`config.mk`:
```
export PLATFORM = sky130hd
export DESIGN_NAME = mss_sequencer
export DESIGN_NICKNAME = d
export VERILOG_FILES = /design/src/shared/mss_pkg.sv /design/src/core/mss_sync.sv /design/src/core/mss_sequencer.sv
export SDC_FILE = /design/constraint.sdc
export NUM_CORES = 1
export LEC_CHECK = 0
export BUFFER_PORTS_ARGS = -buffer_cell sky130_fd_sc_hd__buf_2
export CAP_MARGIN = 20
export CORE_MARGIN = 1
export CORE_UTILIZATION = 40
export DETAILED_ROUTE_END_ITERATION = 8
export HOLD_SLACK_MARGIN = 0.05
export SLEW_MARGIN = 10
export SYNTH_ARGS = -nofsm -noshare
export SYNTH_HDL_FRONTEND = slang
export SYNTH_SLANG_ARGS = --single-unit
```
`constraint.sdc`:
```
create_clock -name sys_clk_i -period 5.6 [get_ports sys_clk_i]
set_input_delay 1.12 -clock sys_clk_i [delete_from_list [all_inputs] [get_ports sys_clk_i]]
set_output_delay 1.12 -clock sys_clk_i [all_outputs]
set_load 0.05 [all_outputs]
```
`src/shared/mss_pkg.sv`:
```
package mss_pkg;

    // Module state encodings as reported to the host
    typedef enum logic [2:0] {
        MSS_RESETTING  = 3'h0,
        MSS_RESET      = 3'h1,
        MSS_MGMT_INIT  = 3'h2,
        MSS_LOW_PWR    = 3'h3,
        MSS_PWR_UP     = 3'h4,
        MSS_READY      = 3'h5,
        MSS_PWR_DN     = 3'h6,
        MSS_FAULT      = 3'h7
    } mss_state_t;

    // Management-initialisation time limit in microseconds
    localparam int unsigned MGMT_INIT_TIME_US = 2000;
    // Clock rate in kHz
    localparam int unsigned CLK_KHZ           = 25000;
    // Longest time rounds down to whole cycles
    localparam int unsigned MGMT_INIT_CYCLES  =
        (MGMT_INIT_TIME_US * CLK_KHZ) / 1000;
    // Width of the init timer
    localparam int unsigned TMR_W             = 24;
    // Synchroniser depth for pin inputs
    localparam int unsigned SYNC_STAGES       = 3;

    // Reset sources bundled together
    typedef struct packed {
        logic supply_low_reset;    // Supply monitor asserted
        logic reset_pin;           // Hardware reset pin asserted
        logic software_reset_bit;  // Software reset request
    } mss_rst_src_t;

    // Low-power request controls
    typedef struct packed {
        logic sw_low_power_request; // Software low-power bit
        logic hw_request_allowed;   // Pin request allowed
        logic hw_low_power_pin;     // Hardware low-power pin
    } mss_lp_src_t;

    // Power and reset controls driven toward the module
    typedef struct packed {
        logic high_power;       // High power mode enabled
        logic mgmt_in_reset;    // Management interface in reset
        logic elec_in_reset;    // Module electronics in reset
        logic mgmt_ready;       // Management memory accessible
    } mss_ctrl_t;

endpackage

```
`src/core/mss_sync.sv`:
```
`timescale 1ns/1ps
// Three-flop synchroniser; change accepted when stages two and three agree
module mss_sync #(
    parameter int unsigned W = 1
) (
    input  wire logic         sys_clk_i,
    input  wire logic         rst_n_i,
    input  wire logic [W-1:0] async_i,
    output logic      [W-1:0] sync_o
);
    logic [W-1:0] s1_q;   // Metastability catcher, read only by s2
    logic [W-1:0] s2_q;   // Second stage
    logic [W-1:0] s3_q;   // Third stage

    // Shift chain
    always_ff @(posedge sys_clk_i) begin
        if (!rst_n_i) begin
            s1_q <= '0;
            s2_q <= '0;
            s3_q <= '0;
        end else begin
            s1_q <= async_i;
            s2_q <= s1_q;
            s3_q <= s2_q;
        end
    end

    // Filtered output per bit
    genvar gi;
    generate
        for (gi = 0; gi < W; gi++) begin : g_bit
            always_ff @(posedge sys_clk_i) begin
                if (!rst_n_i) begin
                    sync_o[gi] <= 1'b0;
                end else if (s2_q[gi] == s3_q[gi]) begin
                    sync_o[gi] <= s3_q[gi];
                end
            end
        end
    endgenerate
endmodule // mss_sync

```
`src/core/mss_sequencer.sv`:
```
`timescale 1ns/1ps
// How it works
// - Resetting drives management and electronics into reset
// - Reset holds all in reset until condition clears
// - Reset condition sends active states to resetting
// - Fault condition sends paged active states to fault
// - Management init powers management at low power
// - Management ready goes idle; sets flag only if low-power term holds
// - Init must finish within the time limit
// - Idle at low power; request drop starts power-up
// - Power-up high power; request down or ready
// - Ready draws full power; exit term powers down
// - Powering-down returns to idle once low power
// - Fault holds low power, leaves only by reset
// - Flat module reaches ready without host help
// - Flat module hides resetting, reset, init states
// - Flat module always reports fully-ready
// - Flat reset pin may hold memory; data stays
// - Flat module ignores software and supply combined_reset_condition
// - Flat module starts in the reset state
// - Flat init ends after time limit elapses
// - Flat ready stays low power until reset
// - Flat resetting combined_reset_condition management then reset state
// - Reset condition ORs supply, pin and software
// - Reset beats fault beats all other exits
// - Low-power term: software OR allowed-and-pin
// - Exit term: request and all lanes deactivated
module mss_sequencer #(
    parameter bit          FLAT_MEMORY = 1'b0, // Flat-memory variant
    parameter int unsigned LANES       = 8,    // Host lane count
    parameter int unsigned INIT_CYCLES = mss_pkg::MGMT_INIT_CYCLES
) (
    input  wire logic                 sys_clk_i,
    input  wire logic                 rst_n_i,
    input  mss_pkg::mss_rst_src_t     rst_src_i,       // Reset sources
    input  wire logic                 fault_condition_i,
    input  mss_pkg::mss_lp_src_t      lp_src_i,        // Low-power controls
    input  wire logic [LANES-1:0]     lane_path_deactivated_i,
    input  wire logic                 mgmt_if_ready_i, // Init complete
    input  wire logic                 pwr_up_done_i,   // Power-up complete
    input  wire logic                 pwr_dn_done_i,   // Back at low power
    input  wire logic                 resetting_done_i,// Shutdown complete
    input  wire logic                 flag_clear_i,    // Host clears flag
    output mss_pkg::mss_state_t       module_state_o,  // Reported state
    output logic                      state_change_flag_o,
    output mss_pkg::mss_ctrl_t        ctrl_o,          // Power/reset controls
    output logic                      data_path_active_o,
    output logic                      init_overrun_o   // Init time exceeded
);
    // Pin inputs pass the synchroniser; internal terms do not
    localparam int unsigned PW = 4;
    logic [PW-1:0] pin_raw;   // Raw asynchronous pins
    logic [PW-1:0] pin_s;     // Synchronised pins
    logic          sup_low_s; // Supply low, synchronised
    logic          rst_pin_s; // Reset pin, synchronised
    logic          hw_lp_s;   // Low-power pin, synchronised
    logic          fault_s;   // Fault, synchronised

    assign pin_raw = {rst_src_i.supply_low_reset, rst_src_i.reset_pin,
                      lp_src_i.hw_low_power_pin, fault_condition_i};

    mss_sync #(
        .W (PW)
    ) u_sync (
        .sys_clk_i (sys_clk_i),
        .rst_n_i   (rst_n_i),
        .async_i   (pin_raw),
        .sync_o    (pin_s)
    );

    assign sup_low_s = pin_s[3];
    assign rst_pin_s = pin_s[2];
    assign hw_lp_s   = pin_s[1];
    assign fault_s   = pin_s[0];

    // Transition signals
    logic combined_reset_condition;  // Reset request
    logic low_power_request_term;    // Low-power request
    logic all_lanes_deactivated;     // Every lane deactivated
    logic low_power_exit_term;       // Ready exit term

    // Flat modules ignore software and supply combined_reset_condition
    always_comb begin
        if (FLAT_MEMORY) begin
            combined_reset_condition = rst_pin_s;
        end else begin
            combined_reset_condition = sup_low_s | rst_pin_s |
                rst_src_i.software_reset_bit;
        end
    end

    assign low_power_request_term = lp_src_i.sw_low_power_request |
        (lp_src_i.hw_request_allowed & hw_lp_s);
    assign all_lanes_deactivated = &lane_path_deactivated_i;
    assign low_power_exit_term = low_power_request_term &
        all_lanes_deactivated;

    // State register and init timer
    mss_pkg::mss_state_t     state_q;  // Conceptual state
    mss_pkg::mss_state_t     state_d;  // Next state
    logic [mss_pkg::TMR_W-1:0] tmr_q;  // Cycles spent in init
    logic                      tmr_done; // Init time reached

    assign tmr_done = (tmr_q >= mss_pkg::TMR_W'(INIT_CYCLES - 1));

    // Next-state logic; reset first, fault second, others last
    always_comb begin
        state_d = state_q;
        case (state_q)
            mss_pkg::MSS_RESETTING: begin
                if (resetting_done_i) begin
                    state_d = mss_pkg::MSS_RESET;
                end
            end
            mss_pkg::MSS_RESET: begin
                if (!combined_reset_condition) begin
                    state_d = mss_pkg::MSS_MGMT_INIT;
                end
            end
            mss_pkg::MSS_MGMT_INIT: begin
                if (combined_reset_condition) begin
                    state_d = mss_pkg::MSS_RESETTING;
                end else if (FLAT_MEMORY) begin
                    if (tmr_done) begin
                        state_d = mss_pkg::MSS_READY;
                    end
                end else if (fault_s) begin
                    state_d = mss_pkg::MSS_FAULT;
                end else if (mgmt_if_ready_i) begin
                    state_d = mss_pkg::MSS_LOW_PWR;
                end
            end
            mss_pkg::MSS_LOW_PWR: begin
                if (combined_reset_condition) begin
                    state_d = mss_pkg::MSS_RESETTING;
                end else if (fault_s) begin
                    state_d = mss_pkg::MSS_FAULT;
                end else if (!low_power_request_term) begin
                    state_d = mss_pkg::MSS_PWR_UP;
                end
            end
            mss_pkg::MSS_PWR_UP: begin
                if (combined_reset_condition) begin
                    state_d = mss_pkg::MSS_RESETTING;
                end else if (fault_s) begin
                    state_d = mss_pkg::MSS_FAULT;
                end else if (low_power_request_term) begin
                    state_d = mss_pkg::MSS_PWR_DN;
                end else if (pwr_up_done_i) begin
                    state_d = mss_pkg::MSS_READY;
                end
            end
            mss_pkg::MSS_READY: begin
                if (combined_reset_condition) begin
                    state_d = mss_pkg::MSS_RESETTING;
                end else if (FLAT_MEMORY) begin
                    state_d = mss_pkg::MSS_READY;
                end else if (fault_s) begin
                    state_d = mss_pkg::MSS_FAULT;
                end else if (low_power_exit_term) begin
                    state_d = mss_pkg::MSS_PWR_DN;
                end
            end
            mss_pkg::MSS_PWR_DN: begin
                if (combined_reset_condition) begin
                    state_d = mss_pkg::MSS_RESETTING;
                end else if (fault_s) begin
                    state_d = mss_pkg::MSS_FAULT;
                end else if (pwr_dn_done_i) begin
                    state_d = mss_pkg::MSS_LOW_PWR;
                end
            end
            mss_pkg::MSS_FAULT: begin
                // Only reset or removal of power leaves here
                if (combined_reset_condition) begin
                    state_d = mss_pkg::MSS_RESETTING;
                end
            end
            default: begin
                state_d = mss_pkg::MSS_RESETTING;
            end
        endcase
    end

    // State update; power-on starts in reset
    always_ff @(posedge sys_clk_i) begin
        if (!rst_n_i) begin
            state_q <= mss_pkg::MSS_RESET;
        end else begin
            state_q <= state_d;
        end
    end

    // Init timer counts from entry into management init
    always_ff @(posedge sys_clk_i) begin
        if (!rst_n_i) begin
            tmr_q <= '0;
        end else if (state_q != mss_pkg::MSS_MGMT_INIT) begin
            tmr_q <= '0;
        end else if (!tmr_done) begin
            tmr_q <= tmr_q + 1'b1;
        end
    end

    // Overrun flag: paged init not finished in time
    always_ff @(posedge sys_clk_i) begin
        if (!rst_n_i) begin
            init_overrun_o <= 1'b0;
        end else if (!FLAT_MEMORY && state_q == mss_pkg::MSS_MGMT_INIT &&
                     tmr_done && state_d == mss_pkg::MSS_MGMT_INIT) begin
            init_overrun_o <= 1'b1;
        end else if (state_q == mss_pkg::MSS_RESET) begin
            init_overrun_o <= 1'b0;
        end
    end

    // Flag-worthy entry that is not left at once
    logic flag_set;
    always_comb begin
        flag_set = 1'b0;
        if (state_d != state_q) begin
            case (state_d)
                mss_pkg::MSS_LOW_PWR: begin
                    flag_set = low_power_request_term;
                end
                mss_pkg::MSS_READY: begin
                    flag_set = !FLAT_MEMORY;
                end
                mss_pkg::MSS_FAULT: begin
                    flag_set = 1'b1;
                end
                default: begin
                    flag_set = 1'b0;
                end
            endcase
        end
    end

    // Sticky flag; a set in the clear cycle wins
    always_ff @(posedge sys_clk_i) begin
        if (!rst_n_i) begin
            state_change_flag_o <= 1'b0;
        end else if (flag_set) begin
            state_change_flag_o <= 1'b1;
        end else if (flag_clear_i ||
                     state_q == mss_pkg::MSS_RESET) begin
            state_change_flag_o <= 1'b0;
        end
    end

    // Reported state; flat modules always report ready
    always_ff @(posedge sys_clk_i) begin
        if (!rst_n_i) begin
            module_state_o <= FLAT_MEMORY ? mss_pkg::MSS_READY
                                          : mss_pkg::MSS_RESET;
        end else if (FLAT_MEMORY) begin
            module_state_o <= mss_pkg::MSS_READY;
        end else begin
            module_state_o <= state_d;
        end
    end

    // Power and reset controls follow the next state
    always_ff @(posedge sys_clk_i) begin
        if (!rst_n_i) begin
            ctrl_o <= '{high_power: 1'b0, mgmt_in_reset: 1'b1,
                        elec_in_reset: 1'b1, mgmt_ready: 1'b0};
        end else begin
            // High power only in power-up, ready, power-down (paged)
            ctrl_o.high_power <= !FLAT_MEMORY &&
                (state_d == mss_pkg::MSS_PWR_UP ||
                 state_d == mss_pkg::MSS_READY ||
                 state_d == mss_pkg::MSS_PWR_DN);
            ctrl_o.mgmt_in_reset <= state_d == mss_pkg::MSS_RESETTING ||
                state_d == mss_pkg::MSS_RESET;
            // Flat modules only reset the memory, not electronics
            ctrl_o.elec_in_reset <= !FLAT_MEMORY &&
                (state_d == mss_pkg::MSS_RESETTING ||
                 state_d == mss_pkg::MSS_RESET);
            ctrl_o.mgmt_ready <= state_d != mss_pkg::MSS_RESETTING &&
                state_d != mss_pkg::MSS_RESET &&
                state_d != mss_pkg::MSS_MGMT_INIT;
        end
    end

    // Data path stays active on flat modules throughout
    always_ff @(posedge sys_clk_i) begin
        if (!rst_n_i) begin
            data_path_active_o <= FLAT_MEMORY;
        end else begin
            data_path_active_o <= FLAT_MEMORY ||
                state_d == mss_pkg::MSS_READY;
        end
    end

    // Checks
    chk_reset_wins: assert property (@(posedge sys_clk_i)
        disable iff (!rst_n_i)
        (combined_reset_condition && state_q != mss_pkg::MSS_RESET &&
         state_q != mss_pkg::MSS_RESETTING)
        |=> state_q == mss_pkg::MSS_RESETTING)
        else $error("reset condition did not enter resetting");

    chk_fault_enter: assert property (@(posedge sys_clk_i)
        disable iff (!rst_n_i)
        (!FLAT_MEMORY && fault_s && !combined_reset_condition &&
         state_q inside {mss_pkg::MSS_MGMT_INIT, mss_pkg::MSS_LOW_PWR,
                         mss_pkg::MSS_PWR_UP, mss_pkg::MSS_READY,
                         mss_pkg::MSS_PWR_DN})
        |=> state_q == mss_pkg::MSS_FAULT)
        else $error("fault condition did not enter fault");

    chk_reset_hold: assert property (@(posedge sys_clk_i)
        disable iff (!rst_n_i)
        (state_q == mss_pkg::MSS_RESET && combined_reset_condition)
        |=> state_q == mss_pkg::MSS_RESET && ctrl_o.mgmt_in_reset)
        else $error("reset state left or management not in reset");

    chk_lowpwr_up: assert property (@(posedge sys_clk_i)
        disable iff (!rst_n_i)
        (state_q == mss_pkg::MSS_LOW_PWR && !combined_reset_condition &&
         !fault_s && !low_power_request_term)
        |=> state_q == mss_pkg::MSS_PWR_UP && ctrl_o.high_power)
        else $error("idle did not start power-up");

    chk_ready_exit: assert property (@(posedge sys_clk_i)
        disable iff (!rst_n_i)
        (!FLAT_MEMORY && state_q == mss_pkg::MSS_READY &&
         !combined_reset_condition && !fault_s && low_power_request_term &&
         !all_lanes_deactivated)
        |=> state_q == mss_pkg::MSS_READY)
        else $error("ready left with lanes still active");

    chk_flag_idle: assert property (@(posedge sys_clk_i)
        disable iff (!rst_n_i)
        (!FLAT_MEMORY && state_q == mss_pkg::MSS_MGMT_INIT &&
         $past(state_q) == mss_pkg::MSS_MGMT_INIT && !combined_reset_condition &&
         !fault_s && mgmt_if_ready_i && low_power_request_term)
        |=> state_change_flag_o)
        else $error("state change flag not set on idle entry");

    chk_flat_report: assert property (@(posedge sys_clk_i)
        disable iff (!rst_n_i)
        FLAT_MEMORY |-> module_state_o == mss_pkg::MSS_READY)
        else $error("flat module reported other than ready");

    chk_flat_init: assert property (@(posedge sys_clk_i)
        disable iff (!rst_n_i)
        (FLAT_MEMORY && state_q == mss_pkg::MSS_MGMT_INIT && tmr_done &&
         !combined_reset_condition)
        |=> state_q == mss_pkg::MSS_READY && ctrl_o.mgmt_ready)
        else $error("flat module did not reach ready after init time");

    chk_fault_stay: assert property (@(posedge sys_clk_i)
        disable iff (!rst_n_i)
        (state_q == mss_pkg::MSS_FAULT && !combined_reset_condition)
        |=> state_q == mss_pkg::MSS_FAULT && !ctrl_o.high_power)
        else $error("fault state left without reset");

    cov_ready: cover property (@(posedge sys_clk_i) disable iff (!rst_n_i)
        state_q == mss_pkg::MSS_READY);
    cov_pwr_dn: cover property (@(posedge sys_clk_i) disable iff (!rst_n_i)
        state_q == mss_pkg::MSS_PWR_DN ##1 state_q == mss_pkg::MSS_LOW_PWR);
    cov_fault: cover property (@(posedge sys_clk_i) disable iff (!rst_n_i)
        state_q == mss_pkg::MSS_FAULT);
    cov_reset: cover property (@(posedge sys_clk_i) disable iff (!rst_n_i)
        state_q == mss_pkg::MSS_RESETTING ##1 state_q == mss_pkg::MSS_RESET);
endmodule // mss_sequencer

```
==> results.ini <==
[power]
switching_share=0.2325
internal_power_mw=0.5209
p_comb_frac=0.084
irDropWorstVdd_mv=0.1305
power.density_mw_per_mm2=291.0
p_seq_frac=0.535
clkPwrFrac=0.381
p_switching_mw=0.1578
power_leakage_nw=0.8884

[global_route]
grt.total_usage=0.1619
grt_pass1_wl_mm=6.727
overflow=0
antenna_found_initial=0
grt_max_degree=26
grt_pass1_vias=1515

[cts]
clockBufferDepth=2
cts_tree=built
clock-root-buffer=clkbuf_8
cts.repair.resized=0
post-cts-setup-buffer-count=0
clk_pin_slew_ps=90
htree_num_levels=2
hold_buffers=0
clock_sinks=49
numCtsBuffers=5
insertion_delay_ps=300

[job]
drv_cap=0

[finish]
final_common_cell=dfxtp_1
fillers=454
design_area_mm2=0.002332
regArea_um2=980.9
area_growth_pct=15.13
diodes=0
drive_above_1_share=0.1719
layout_common_cells=dfxtp_1, buf_2, nand2_1
final_cells=323
layout.nets=278
multi_input_area_um2=969.7

[floorplan]
core_area_mm2=0.004786
die_h_um=73.17
dieArea_mm2=0.005353
initial_core_util=0.4233
fp.dieW_um=73.17
fp-row-count=25
design.portCount=32

[logic_synthesis]
synth-seq-area-share=0.4842
synth-async-reset-ratio=0
synth_top_flop_cell=dfxtp_1
synth_edf_count=0
yosys_warnings=0
avgSynthCellArea_um2=8.924
yosysTopAreaCellShare=0.4842
synth_area_mm2=0.002026
synth_area_leader_cell=dfxtp_1
yosys-top-cells-area=dfxtp_1, and2_1, nand2_1
yosysUniqueCellTypes=45
syn-num-nets=250
synthCells=227
synth-seq-cells=49

[place]
place_area_mm2=0.002216
post-place-ws_ps=2651
port_buffers=31
place_hpwl_mm=2.684
gp_congestion=0.8411
dpl.cell_count=315

[timing]
finalHoldViolCount=0
setup_slack_ps=3009
fmax_mhz=385.9
fin_crit_ps=2591
rsz0062_at_grt=no
skew_ps=3.027
slew_headroom=0.5067
final.setup.tns_ps=0
tightest_slew_ps=733.6
setup_viol=0
holdWs_ps=438.3
fin_crit_sh=0.4627
slew_violations=0

[setup_path]
startpoint_type=primary input
crit_buf_inv=1
critPathMaxFanout=7
cpPeakStageDelay_ps=650
cp.arrival_ps=2750
endpoint_kind=flop
worstSetupStartpoint=rst_src_i[0]
worstPathCellList=buf_2, nor3_1, nand2_1, o2bb2ai_1, o31ai_1, o21bai_1
cp_slowest_cell=o31ai_1
required_ps=5760
reg2reg_from=tmr_q[0]
timing.setup.critical_path_class=in2reg
cpLargestDelayFamily=compound AO/OA/AOI/OAI gates

[routing]
wl_met1_mm=1.896
detail_route.wirelength_mm=3.856
dr.first_iter.drc_count=82
wl_per_cell_um=11.94
firstDrtPassIters=4
dr_wl_met2_mm=1.771
vias_per_cell=5.176
wl_met3_um=149
ant_nets=0
vias=1672
drc=0
top_layer=met4

[hold_path]
hp-class=reg2reg
hold_path_startpoint=u_sync.s1_q[3]

[outcome]
outcome=finished, final reports clean

power by group through the flow:
stage	clock network (mW)	registers, mW	logic [mW]
after floorplan	0	0.379	0.0318
after global placement	0	0.371	0.0577
after global routing	0.283	0.364	0.0633
final	0.259	0.363	0.0570
after detailed placement	0	0.371	0.0575
after CTS	0.265	0.363	0.0576
cells in the mapped netlist, types with 2 or more instances:
master     instances
dfxtp_1           49
nand2_1           26
and2_1            20
a21oi_1           16
nand3_1           11
nor2_1            11
clkbuf_1           8
inv_1              7
o21ai_0            7
o31ai_1            6
or4_1              5
a21boi_0           4
nor3_1             4
a21o_1             3
a31o_2             3
a31oi_1            3
nand2b_1           3
nand3b_1           3
nand4_1            3
o21a_1             3
a211oi_1           2
and3_1             2
mux2i_1            2
nor3b_1            2
nor4_1             2
o211ai_1           2
o2bb2ai_1          2
worst reg2reg max path: cells and delay by family (launching register included):
kind	cells	cell delay, ps
simple gates	2	810
compound gates	3	720
flops	1	340
fa+ha+maj	1	250
state kept, by name, indices dropped and copies added (netlist names):
signal               cells
u_sync.sync_o            4
u_sync.s2_q              4
data_path_active_o       1
tmr_q                   24
state_change_flag_o      1
u_sync.s1_q              4
u_sync.s3_q              4
ctrl_o                   3
init_overrun_o           1
module_state_o           3
area by class of cell:
class | instances | share of cell area
sequential | 49 | 0.4206
tap | 67 | 0.03594
inverter | 7 | 0.01127
clock inverter | 1 | 0.01288
multi-input combinational | 161 | 0.4158
clock buffer | 7 | 0.03702
timing repair buffer | 31 | 0.06652
path summary, 6_finish.rpt:
path | end | slack (ps) | cells past startpoint
setup / recovery | ctrl_o[0] | 3010 | 6
hold / removal | u_sync.s2_q[3] | 440 | 1
setup reg to reg | tmr_q[13] | 3410 | 6
hold reg to reg | u_sync.s2_q[3] | 440 | 1
stage by stage:
step,utilization,power (mW)
2_1_floorplan,-,0.4110
3_3_place_gp,0.4630,0.4288
3_5_place_dp,0.4630,0.4283
4_1_cts,0.4873,0.6857
5_1_grt,0.4873,0.7103
6_report,0.4873,0.6786
routing by layer:
metal,GRT usage,up-vias
li1,-,869
met1,0.2099,760
met2,0.2623,38
met3,0.03729,5
met4,0.05882,0
met5,0,-
logic make-up (layout without fill, tap and decap cells):
family | Yosys count | count (layout) | share of synthesized area
and+or+nand+nor | 97 | 97 | 0.2563
AOI/OAI and AO/OA | 60 | 60 | 0.2020
DFF | 49 | 49 | 0.4842
buffers and inverters | 17 | 46 | 0.03706
muxes | 2 | 2 | 0.009883
adders and majority gates | 1 | 1 | 0.006176
xor gates and xnor gates | 1 | 1 | 0.004324
Power figures use the tool's default switching activity.
